File: src/ssim_defines.svh
// register offsets, field positions and reset values of the serial
// interface status and interrupt mask block
// assumes an 8-bit byte address on a 32-bit APB data path
`ifndef SSIM_DEFINES_SVH
`define SSIM_DEFINES_SVH

// ==========================================================
// register offsets
`define SSIM_OFF_CTRL 8'h00
`define SSIM_OFF_MODE 8'h04
`define SSIM_OFF_RX_HOLD 8'h08
`define SSIM_OFF_TX_HOLD 8'h0C
`define SSIM_OFF_STATUS 8'h10
`define SSIM_OFF_IRQ_SET 8'h14
`define SSIM_OFF_IRQ_CLR 8'h18
`define SSIM_OFF_IRQ_VIEW 8'h1C

// ==========================================================
// shared flag layout
`define SSIM_BIT_RX_FULL 0
`define SSIM_BIT_TX_EMPTY 1
`define SSIM_BIT_MODE_FAULT 2
`define SSIM_BIT_OVERRUN 3
`define SSIM_BIT_RX_DMA 4
`define SSIM_BIT_TX_DMA 5
`define SSIM_BIT_ENABLE_STATE 16

// ==========================================================
// control and mode fields
`define SSIM_BIT_CMD_ENABLE 0
`define SSIM_BIT_CMD_DISABLE 1
`define SSIM_BIT_CMD_SWRST 7
`define SSIM_BIT_MODE_MASTER 0

// ==========================================================
// reset values
`define SSIM_RST_FLAGS 6'h00
`define SSIM_RST_MASK 6'h00
`define SSIM_RST_WORD 16'h0000

`endif

File: src/ssim_pkg.sv
// types shared by the status and interrupt mask block and its bench
// assumes the defines header supplies all numeric constants
package ssim_pkg;

    // ==========================================================
    // one bit per interrupt source, in the shared layout
    typedef logic [5:0] ssim_flags_t;

    // ==========================================================
    // APB request and answer
    typedef struct packed {
        logic psel;
        logic penable;
        logic pwrite;
        logic [7:0] paddr;
        logic [31:0] pwdata;
    } ssim_apb_req_t;

    typedef struct packed {
        logic [31:0] prdata;
        logic pready;
        logic pslverr;
    } ssim_apb_rsp_t;

endpackage

File: src/ssim_status_irq.sv
// status flags, interrupt mask and APB register file of a serial
// peripheral interface controller
// assumes a shifter on the same clock that pulses tx_load and rx_load;
// the chip-select pin arrives asynchronously and is synchronised here
//
// Behaviour
// - A write to the transmit holding register clears transmit-empty until the word moves to the shifter.
// - Transmit-empty sets once the last written word has moved into the shifter.
// - Transmit-empty reads zero after reset and while the interface is disabled.
// - The enable command sets transmit-empty to one.
// - A detected mode fault latches its flag until a status read clears it.
// - Overrun is flagged when the receive holding register is loaded again before it was read.
// - Overrun stays set until a status read, then reads zero until a new overrun.
// - The receive-DMA-done bit follows the receive end-of-transfer level.
// - The transmit-DMA-done bit follows the transmit end-of-transfer level.
// - The enable-state bit reads one while enabled and zero while disabled.
// - Writing one to an enable-set bit sets that mask bit; zeros change nothing.
// - Writing one to an enable-clear bit clears that mask bit; zeros change nothing.
// - The mask view shows one per enabled source and resets to zero.
// - Status, enable-set, enable-clear and mask share the six-bit layout.
// - Receive-full sets on a load from the shifter and clears on a holding register read.
`timescale 1ns/100ps

`include "ssim_defines.svh"

module ssim_status_irq
(
    // clock and reset
    input wire logic clk,
    input wire logic rst_n,
    // register bus
    input wire ssim_pkg::ssim_apb_req_t apb_req,
    output ssim_pkg::ssim_apb_rsp_t apb_rsp,
    // shifter side
    input wire logic tx_load,
    input wire logic rx_load,
    input wire logic [15:0] rx_word,
    output logic [15:0] tx_word,
    output logic tx_word_pending,
    output logic master_mode,
    output logic enabled,
    // pins and dma channels
    input wire logic cs0_pin_n,
    input wire logic rx_dma_end,
    input wire logic tx_dma_end,
    // interrupt
    output logic irq
);
    import ssim_pkg::*;

    // ==========================================================
    // declarations
    logic cs_meta_q;
    logic cs_sync_q;
    logic enable_q;
    logic master_q;
    logic tx_empty_q;
    logic rx_full_q;
    logic rx_stale_q;
    logic mode_fault_q;
    logic overrun_q;
    ssim_flags_t mask_q;
    logic [15:0] tx_word_q;
    logic [15:0] rx_word_q;
    logic [31:0] prdata_q;
    logic pslverr_q;
    logic [31:0] rd_value;
    logic rd_mapped;
    ssim_flags_t status_now;
    logic setup_rd;
    logic acc;
    logic acc_wr;
    logic acc_rd;
    logic sw_reset;
    logic cmd_enable;
    logic cmd_disable;
    logic wr_tx_hold;
    logic rd_rx_hold;
    logic rd_status;
    logic fault_seen;
    logic [31:0] wdata;
    logic [7:0] addr;

    // ==========================================================
    // bus decode
    assign addr = apb_req.paddr;
    assign wdata = apb_req.pwdata;
    assign setup_rd = apb_req.psel && !apb_req.penable && !apb_req.pwrite;
    // zero wait states: every access phase completes at its first edge
    assign acc = apb_req.psel && apb_req.penable;
    assign acc_wr = acc && apb_req.pwrite;
    assign acc_rd = acc && !apb_req.pwrite;
    assign sw_reset = acc_wr && (addr == `SSIM_OFF_CTRL)
        && wdata[`SSIM_BIT_CMD_SWRST];
    // disable wins when both command bits are written together
    assign cmd_disable = acc_wr && (addr == `SSIM_OFF_CTRL)
        && wdata[`SSIM_BIT_CMD_DISABLE];
    assign cmd_enable = acc_wr && (addr == `SSIM_OFF_CTRL)
        && wdata[`SSIM_BIT_CMD_ENABLE] && !cmd_disable;
    assign wr_tx_hold = acc_wr && (addr == `SSIM_OFF_TX_HOLD);
    assign rd_rx_hold = acc_rd && (addr == `SSIM_OFF_RX_HOLD);
    assign rd_status = acc_rd && (addr == `SSIM_OFF_STATUS);

    // ==========================================================
    // status word in the shared layout
    always_comb
    begin
        status_now = `SSIM_RST_FLAGS;
        status_now[`SSIM_BIT_RX_FULL] = rx_full_q;
        status_now[`SSIM_BIT_TX_EMPTY] = tx_empty_q && enable_q;
        status_now[`SSIM_BIT_MODE_FAULT] = mode_fault_q;
        status_now[`SSIM_BIT_OVERRUN] = overrun_q;
        status_now[`SSIM_BIT_RX_DMA] = rx_dma_end;
        status_now[`SSIM_BIT_TX_DMA] = tx_dma_end;
    end

    always_comb
    begin
        rd_value = 32'h0000_0000;
        rd_mapped = 1'b1;
        case (addr)
            `SSIM_OFF_CTRL, `SSIM_OFF_TX_HOLD,
            `SSIM_OFF_IRQ_SET, `SSIM_OFF_IRQ_CLR:
                rd_value = 32'h0000_0000;
            `SSIM_OFF_MODE:
                rd_value[`SSIM_BIT_MODE_MASTER] = master_q;
            `SSIM_OFF_RX_HOLD:
                rd_value[15:0] = rx_word_q;
            `SSIM_OFF_STATUS:
            begin
                rd_value[5:0] = status_now;
                rd_value[`SSIM_BIT_ENABLE_STATE] = enable_q;
            end
            `SSIM_OFF_IRQ_VIEW:
                rd_value[5:0] = mask_q;
            default:
                rd_mapped = 1'b0;
        endcase
    end

    // ==========================================================
    // read data and error are captured in the setup phase
    always_ff @(posedge clk or negedge rst_n)
    begin
        if (!rst_n)
        begin
            prdata_q <= 32'h0000_0000;
            pslverr_q <= 1'b0;
        end
        else if (apb_req.psel && !apb_req.penable)
        begin
            prdata_q <= setup_rd ? rd_value : 32'h0000_0000;
            pslverr_q <= !rd_mapped;
        end
    end

    // one driver for the whole answer word
    assign apb_rsp = '{
        prdata: prdata_q,
        pready: 1'b1,
        pslverr: pslverr_q && acc
    };

    // ==========================================================
    // chip-select pin synchroniser
    always_ff @(posedge clk or negedge rst_n)
    begin
        if (!rst_n)
        begin
            cs_meta_q <= 1'b1;
            cs_sync_q <= 1'b1;
        end
        else
        begin
            cs_meta_q <= cs0_pin_n;
            cs_sync_q <= cs_meta_q;
        end
    end

    // another master pulling our own select low while we are master
    assign fault_seen = master_q && !cs_sync_q;

    // ==========================================================
    // enable and mode
    always_ff @(posedge clk or negedge rst_n)
    begin
        if (!rst_n)
            enable_q <= 1'b0;
        else if (sw_reset || cmd_disable)
            enable_q <= 1'b0;
        else if (cmd_enable)
            enable_q <= 1'b1;
    end

    always_ff @(posedge clk or negedge rst_n)
    begin
        if (!rst_n)
            master_q <= 1'b0;
        else if (sw_reset)
            master_q <= 1'b0;
        else if (acc_wr && addr == `SSIM_OFF_MODE)
            master_q <= wdata[`SSIM_BIT_MODE_MASTER];
    end

    // ==========================================================
    // transmit holding register and its empty flag
    always_ff @(posedge clk or negedge rst_n)
    begin
        if (!rst_n)
            tx_word_q <= `SSIM_RST_WORD;
        else if (sw_reset)
            tx_word_q <= `SSIM_RST_WORD;
        else if (wr_tx_hold)
            tx_word_q <= wdata[15:0];
    end

    // a write in the same cycle as a load keeps the flag low: the new
    // word is the one still waiting for the shifter
    always_ff @(posedge clk or negedge rst_n)
    begin
        if (!rst_n)
            tx_empty_q <= 1'b0;
        else if (sw_reset || cmd_disable)
            tx_empty_q <= 1'b0;
        else if (cmd_enable)
            tx_empty_q <= 1'b1;
        else if (wr_tx_hold)
            tx_empty_q <= 1'b0;
        else if (tx_load && enable_q)
            tx_empty_q <= 1'b1;
    end

    assign tx_word = tx_word_q;
    assign tx_word_pending = enable_q && !tx_empty_q;

    // ==========================================================
    // receive holding register, full and overrun flags
    always_ff @(posedge clk or negedge rst_n)
    begin
        if (!rst_n)
            rx_word_q <= `SSIM_RST_WORD;
        else if (sw_reset)
            rx_word_q <= `SSIM_RST_WORD;
        else if (rx_load)
            rx_word_q <= rx_word;
    end

    // a load at the setup edge means the access returns the older word,
    // so that read must not clear receive-full for the new one
    always_ff @(posedge clk or negedge rst_n)
    begin
        if (!rst_n)
            rx_stale_q <= 1'b0;
        else if (apb_req.psel && !apb_req.penable)
            rx_stale_q <= rx_load;
    end

    // a load wins over a read at the same edge
    always_ff @(posedge clk or negedge rst_n)
    begin
        if (!rst_n)
            rx_full_q <= 1'b0;
        else if (sw_reset)
            rx_full_q <= 1'b0;
        else if (rx_load)
            rx_full_q <= 1'b1;
        else if (rd_rx_hold && !rx_stale_q)
            rx_full_q <= 1'b0;
    end

    // only bits returned by the read are cleared, so an event landing
    // between setup and access phase is never lost
    always_ff @(posedge clk or negedge rst_n)
    begin
        if (!rst_n)
            overrun_q <= 1'b0;
        else if (sw_reset)
            overrun_q <= 1'b0;
        else if (rx_load && rx_full_q && !rd_rx_hold)
            overrun_q <= 1'b1;
        else if (rd_status && prdata_q[`SSIM_BIT_OVERRUN])
            overrun_q <= 1'b0;
    end

    always_ff @(posedge clk or negedge rst_n)
    begin
        if (!rst_n)
            mode_fault_q <= 1'b0;
        else if (sw_reset)
            mode_fault_q <= 1'b0;
        else if (fault_seen)
            mode_fault_q <= 1'b1;
        else if (rd_status && prdata_q[`SSIM_BIT_MODE_FAULT])
            mode_fault_q <= 1'b0;
    end

    // ==========================================================
    // interrupt mask
    always_ff @(posedge clk or negedge rst_n)
    begin
        if (!rst_n)
            mask_q <= `SSIM_RST_MASK;
        else if (sw_reset)
            mask_q <= `SSIM_RST_MASK;
        else if (acc_wr && addr == `SSIM_OFF_IRQ_SET)
            mask_q <= mask_q | wdata[5:0];
        else if (acc_wr && addr == `SSIM_OFF_IRQ_CLR)
            mask_q <= mask_q & ~wdata[5:0];
    end

    assign irq = |(status_now & mask_q);
    assign master_mode = master_q;
    assign enabled = enable_q;
endmodule

File: config.mk
export PLATFORM = sky130hd
export DESIGN_NAME = ssim_status_irq
export DESIGN_NICKNAME = d
export VERILOG_FILES = /design/src/ssim_pkg.sv /design/src/ssim_status_irq.sv
export VERILOG_INCLUDE_DIRS = /design/src /design/src/src
export SDC_FILE = /design/constraint.sdc
export NUM_CORES = 1
export LEC_CHECK = 0
export ABC_AREA = 0
export BUFFER_PORTS_ARGS = -buffer_cell sky130_fd_sc_hd__buf_4
export CAP_MARGIN = 20
export CORE_MARGIN = 3
export CORE_UTILIZATION = 25
export CTS_CLUSTER_SIZE = 24
export DETAILED_ROUTE_END_ITERATION = 16
export SLEW_MARGIN = 30
export SYNTH_ARGS = -nofsm -noshare
export SYNTH_HDL_FRONTEND = slang
export SYNTH_SLANG_ARGS = --single-unit
export TNS_END_PERCENT = 30
File: constraint.sdc
create_clock -name clk -period 1.2 [get_ports clk]
set_input_delay 0 -clock clk [delete_from_list [all_inputs] [get_ports clk]]
set_output_delay 0 -clock clk [all_outputs]
set_load 0.005 [all_outputs]
### After elaboration in Yosys (flattened, before gate mapping)

Cells that the tools add are included.

| word-level totals | value |
|---|---|
| input bits | 66 |
| logic and storage cells | 102 |
| bits in registers | 80 |
| output and inout bits | 54 |

| cells by class | value |
|---|---|
| muxes and demuxes | 30 |
| reductions and logical operators | 47 |
| bitwise operators | 4 |
| equal/unequal tests | 7 |

Operators with widths:

| cell | number |
|---|---|
| 16-bit two-way mux | 4 |
| 8-bit by 5-bit == test with 1-bit output, second input constant | 4 |
| 1-bit logical AND | 26 |
| 1-bit two-way mux | 19 |
| 6-bit two-way mux | 3 |
| 17-bit two-way mux | 1 |
| 8-bit by 4-bit == test with 1-bit output, second input constant | 2 |
| 5-bit case mux with 3 select lines | 1 |
| 6-bit AND | 2 |
| 3-bit nonzero test | 4 |
| 10-bit two-way mux | 1 |
| 8-bit by 3-bit == test with 1-bit output, second input constant | 1 |
| 1-bit zero test | 8 |
| 8-bit zero test | 1 |
| 2-bit nonzero test | 4 |
| 8-bit OR reduction | 1 |
| 6-bit NOT | 1 |
| 6-bit OR | 1 |
| 6-bit OR reduction | 1 |
| 1-bit case mux with 4 select lines | 1 |
| 4-bit nonzero test | 1 |
| 1-bit logical OR | 1 |

### Logic depth before layout (Yosys ltp)

| logic depth | value |
|---|---|
| depth in word-level cells | 8 |
| mapped depth | 7 |
| mapped depth without buffers | 4 |

### Worst setup path before layout

OpenSTA, ideal clock, no wires.

| timing path | value |
|---|---|
| path kind | in2reg |
| start | input port apb_req[35] (netlist name) |
| end | register mask_q[3] |
| stages | 6 |
| buffers on the path | 2 |
| slack | -239 ps |
| setup time | 122 ps |
| arrival time | 1,317 ps |
| required time | 1,078 ps |
| cells stage by stage | clkbuf_1 -> or4_1 -> nor4_4 -> buf_6 -> a21oi_1 -> a32o_1 |

| on the way | value |
|---|---|
| cells in the longest elaborated chain, start to end | 4 |
| elaborated cells between the ends (all ways) | 10 |
| those cells by class | eq/ne: 2; mux: 2; reduce/logical: 6 |

RTL lines:

| what | line | source |
|---|---|---|
| start, declared | ssim_status_irq.sv:32 | `input wire ssim_pkg::ssim_apb_req_t apb_req,` |
| 8-bit by 5-bit == test with 1-bit output (no source line) or 8-bit zero test (tied branches) | -- |  |
| 1-bit logical AND (on tied branches) | -- |  |
| 6-bit two-way mux or 1-bit logical AND (tied branches) | ssim_status_irq.sv:305, ssim_status_irq.sv:93 |  |
| 6-bit two-way mux or 3-bit nonzero test (tied branches) | -- |  |
| end signal, assigned | ssim_status_irq.sv:302 | `` mask_q <= `SSIM_RST_MASK; `` |
| end signal, assigned | ssim_status_irq.sv:304 | `` mask_q <= `SSIM_RST_MASK; `` |
| end signal, assigned | ssim_status_irq.sv:306 | `mask_q <= mask_q \| wdata[5:0];` |
| end, declared | ssim_status_irq.sv:62 | `ssim_flags_t mask_q;` |

Parallel ways exist; a longest one is shown, timed or not.
A chain may end at the register's enable or synchronous reset.

### Final worst setup path

| timing path | value |
|---|---|
| start | register mask_q[3] |
| end | output port irq |

| on the way | value |
|---|---|
| cells in the longest elaborated chain, start to end | 2 |

RTL lines:

| what | line | source |
|---|---|---|
| 6-bit AND | ssim_status_irq.sv:311 | `assign irq = \|(status_now & mask_q);` |
| 6-bit OR reduction | ssim_status_irq.sv:311 |  |
| end, declared | ssim_status_irq.sv:47 | `output logic irq` |

Every way passes these cells.

==> flow_summary.json <==
{
  "wire_per_inst_microns": 15.7,
  "status": "complete, but fails checks",
  "cts_tree": "done",
  "leakagePower_nw": 2.33,
  "synth_cells": 298,
  "r2r_start": "mask_q[3]$_DFFE_PN0P_",
  "synth.cell_area_sq_um": 3080,
  "ys_ff_latch": 65,
  "place_congestion": 0.771,
  "required_ns": 1.20,
  "grt_max_degree": 28,
  "core_area_sq_um": 11700,
  "fp-row-count": 39,
  "rsz0062_at_grt": "yes",
  "antenna_found_initial": 0,
  "start_util_pct": 26.3,
  "slew_viol_final": 0,
  "cts_root_buf": "clkbuf_16",
  "setup_tns_ns": -0.373,
  "drtAntennaViolNets": 0,
  "mostFrequentLayoutCell": "buf_4",
  "crit_arrival_ns": 1.36,
  "ir_drop_mv": 0.577,
  "num_vias": 2848,
  "r2r_setup_slack_ns": 0.07,
  "grt_use_total_pct": 14.0,
  "path_class": "reg2out",
  "fin_area_sq_um": 4890,
  "die_w_microns": 117,
  "htree_num_levels": 3,
  "fmax_mhz": 738,
  "min_from": "apb_req[7]",
  "crit_path_start_kind": "flip-flop",
  "clockBufferDepth": 2,
  "violations": "negative setup slack",
  "drt_iter0_drc": 132,
  "period_needed_ns": 1.36,
  "syn_avg_cell_area_sq_um": 10.3,
  "cts_sinks": 65,
  "fp.dieH_microns": 117,
  "via_per_inst": 4.72,
  "critPathCapture": "irq",
  "dieArea_sq_um": 13700,
  "path_clk_slew_ns": 0.06,
  "grt_pass1_wl_microns": 14900,
  "clk_latency_ns": 0.32,
  "synth_cell_types": 46,
  "portBuffers": 87,
  "drc_errors": 0,
  "seq_area_frac_synth_pct": 52.8,
  "routed_wl_microns": 9450,
  "async_flop_share_pct": 100,
  "hold_viol_final": 0,
  "synth_flop_cell": "dfrtp_1",
  "grt_overflow_total": 0,
  "fin_skew_ns": 0.00759,
  "finalSetupViolations": 7,
  "nets": 521,
  "n_antenna_cell": 0,
  "p_per_area_nw_per_um2": 1190,
  "dpl-instance-area_sq_um": 4110,
  "crit_path_max_fanout": 2,
  "numCtsBuffers": 9,
  "dr.pass1.iters": 4,
  "post_route_cells_drive_above_1_share_pct": 36.7,
  "fin_crit_sh_pct": 113,
  "cp-startpoint": "mask_q[3]$_DFFE_PN0P_",
  "yosysWarningCount": 0,
  "grt_pass1_vias": 2960,
  "io_pins": 120,
  "rr_worst_depth": 4,
  "hpwl_microns": 6550,
  "min_path_type": "in2reg",
  "rr_endpoint": "prdata_q[3]$_DFFE_PN0P_",
  "synth_edf_count": 0,
  "syn_to_final_growth_pct": 58.7,
  "end_kind": "output pin",
  "fin_ws_ns": -0.155,
  "maxCapViolCount": 0,
  "final_cell_mix": "buf_4 (119), dfrtp_1 (63), nand2_1 (44)"
}
==> layer usage <==
layer / GRT usage [%] / wire length [microns] / vias up
met3: 3.50 / 618 / 6
met2: 25.0 / 4850 / 96
met4: 3.21 / 54 / 0
li1: - / - / 1354
met5: 0 / 0 / -
met1: 17.2 / 3920 / 1392
==> power by group <==
group	internal, mW	total (mW)	switching (mW)
sequential	2.27	2.32	0.0472
clock	1.88	2.86	0.983
combinational	0.343	0.617	0.274
==> cells in the mapped netlist (all sizes together), types with 3 or more instances <==
master	number	area, sq um
a21oi	26	130
a22o	15	131
a22oi	6	45.0
a32o	6	60.1
and3	5	31.3
buf	24	174
clkbuf	9	33.8
dfrtp	63	1580
inv	3	11.3
mux2i	16	160
nand2	44	165
nand3	9	45.0
nor2	24	90.1
nor4	3	46.3
nor4b	3	47.5
o21ai	10	50.1
==> critical path, stage by stage (launching register included) <==
cell and delay, ns:
dfrtp_1 0.41, a222oi_1 0.28, nand3_1 0.17, buf_4 0.17
==> cell families (layout without fill, tap and decap cells) <==
family	after synthesis	in the layout	synth area share, %
flip-flops	65	65	52.8
AND/OR/NAND/NOR	101	101	17.1
buffers and inverters	36	184	7.10
XOR/XNOR	3	3	0.852
AO/OA/AOI/OAI	74	74	16.3
other	2	16	0.244
multiplexers	17	17	5.56
==> sequential cells by signal (all words and copies together) (netlist names) <==
signal	flops
pslverr_q	1
overrun_q	1
rx_word_q	16
cs_sync_q	1
cs_meta_q	1
prdata_q	17
rx_stale_q	1
mask_q	6
enabled	1
tx_empty_q	1
mode_fault_q	1
tx_word	16
rx_full_q	1
master_mode	1
==> metrics by stage <==
| step | util (%) | setup slack [ns] | instances | hold WS (ns) | power (mW) |
|---|---|---|---|---|---|
| after floorplan | - | -0.189 | 312 | -0.296 | 2.57 |
| after global placement | 35.1 | -0.363 | 548 | -0.0597 | 2.86 |
| after detailed placement | 35.1 | -0.390 | 548 | -0.0593 | 2.88 |
| after CTS | 41.3 | -0.172 | 602 | 0.0345 | 5.86 |
| after global routing | 41.8 | -0.185 | 603 | 0.0790 | 6.05 |
| final | 41.8 | -0.155 | 603 | 0.0344 | 5.80 |
==> layout make-up <==
class	instances	area (sq um)
clock buffer	10	239
clock inverter	6	90.1
fill	1129	6820
inverter	3	11.3
multi-input combinational	211	1330
sequential	65	1630
tap	143	179
timing repair buffer	165	1420
==> how the worst min path moves through the flow <==
stage	to	slack, ns	cells past startpoint
after global routing	master_mode$_DFFE_PN0P_	0.08	4
after floorplan	enabled$_DFFE_PN0P_	-0.30	0
final	master_mode$_DFFE_PN0P_	0.03	4
after detailed placement	prdata_q[1]$_DFFE_PN0P_	-0.06	1
after CTS	master_mode$_DFFE_PN0P_	0.03	4
after global placement	prdata_q[1]$_DFFE_PN0P_	-0.06	1
==> timing repair <==
action / 4_1_cts / 5_1_grt
setup endpoints to repair: 31 / 38
endpoints found under the hold margin: 105 / 0
gates cloned: 1 / 0
gates resized for setup: 8 / 16
hold buffers: 34 / 0
setup buffers: 3 / 1
pin swaps: 5 / 7
(Power assumes the default switching activity.)
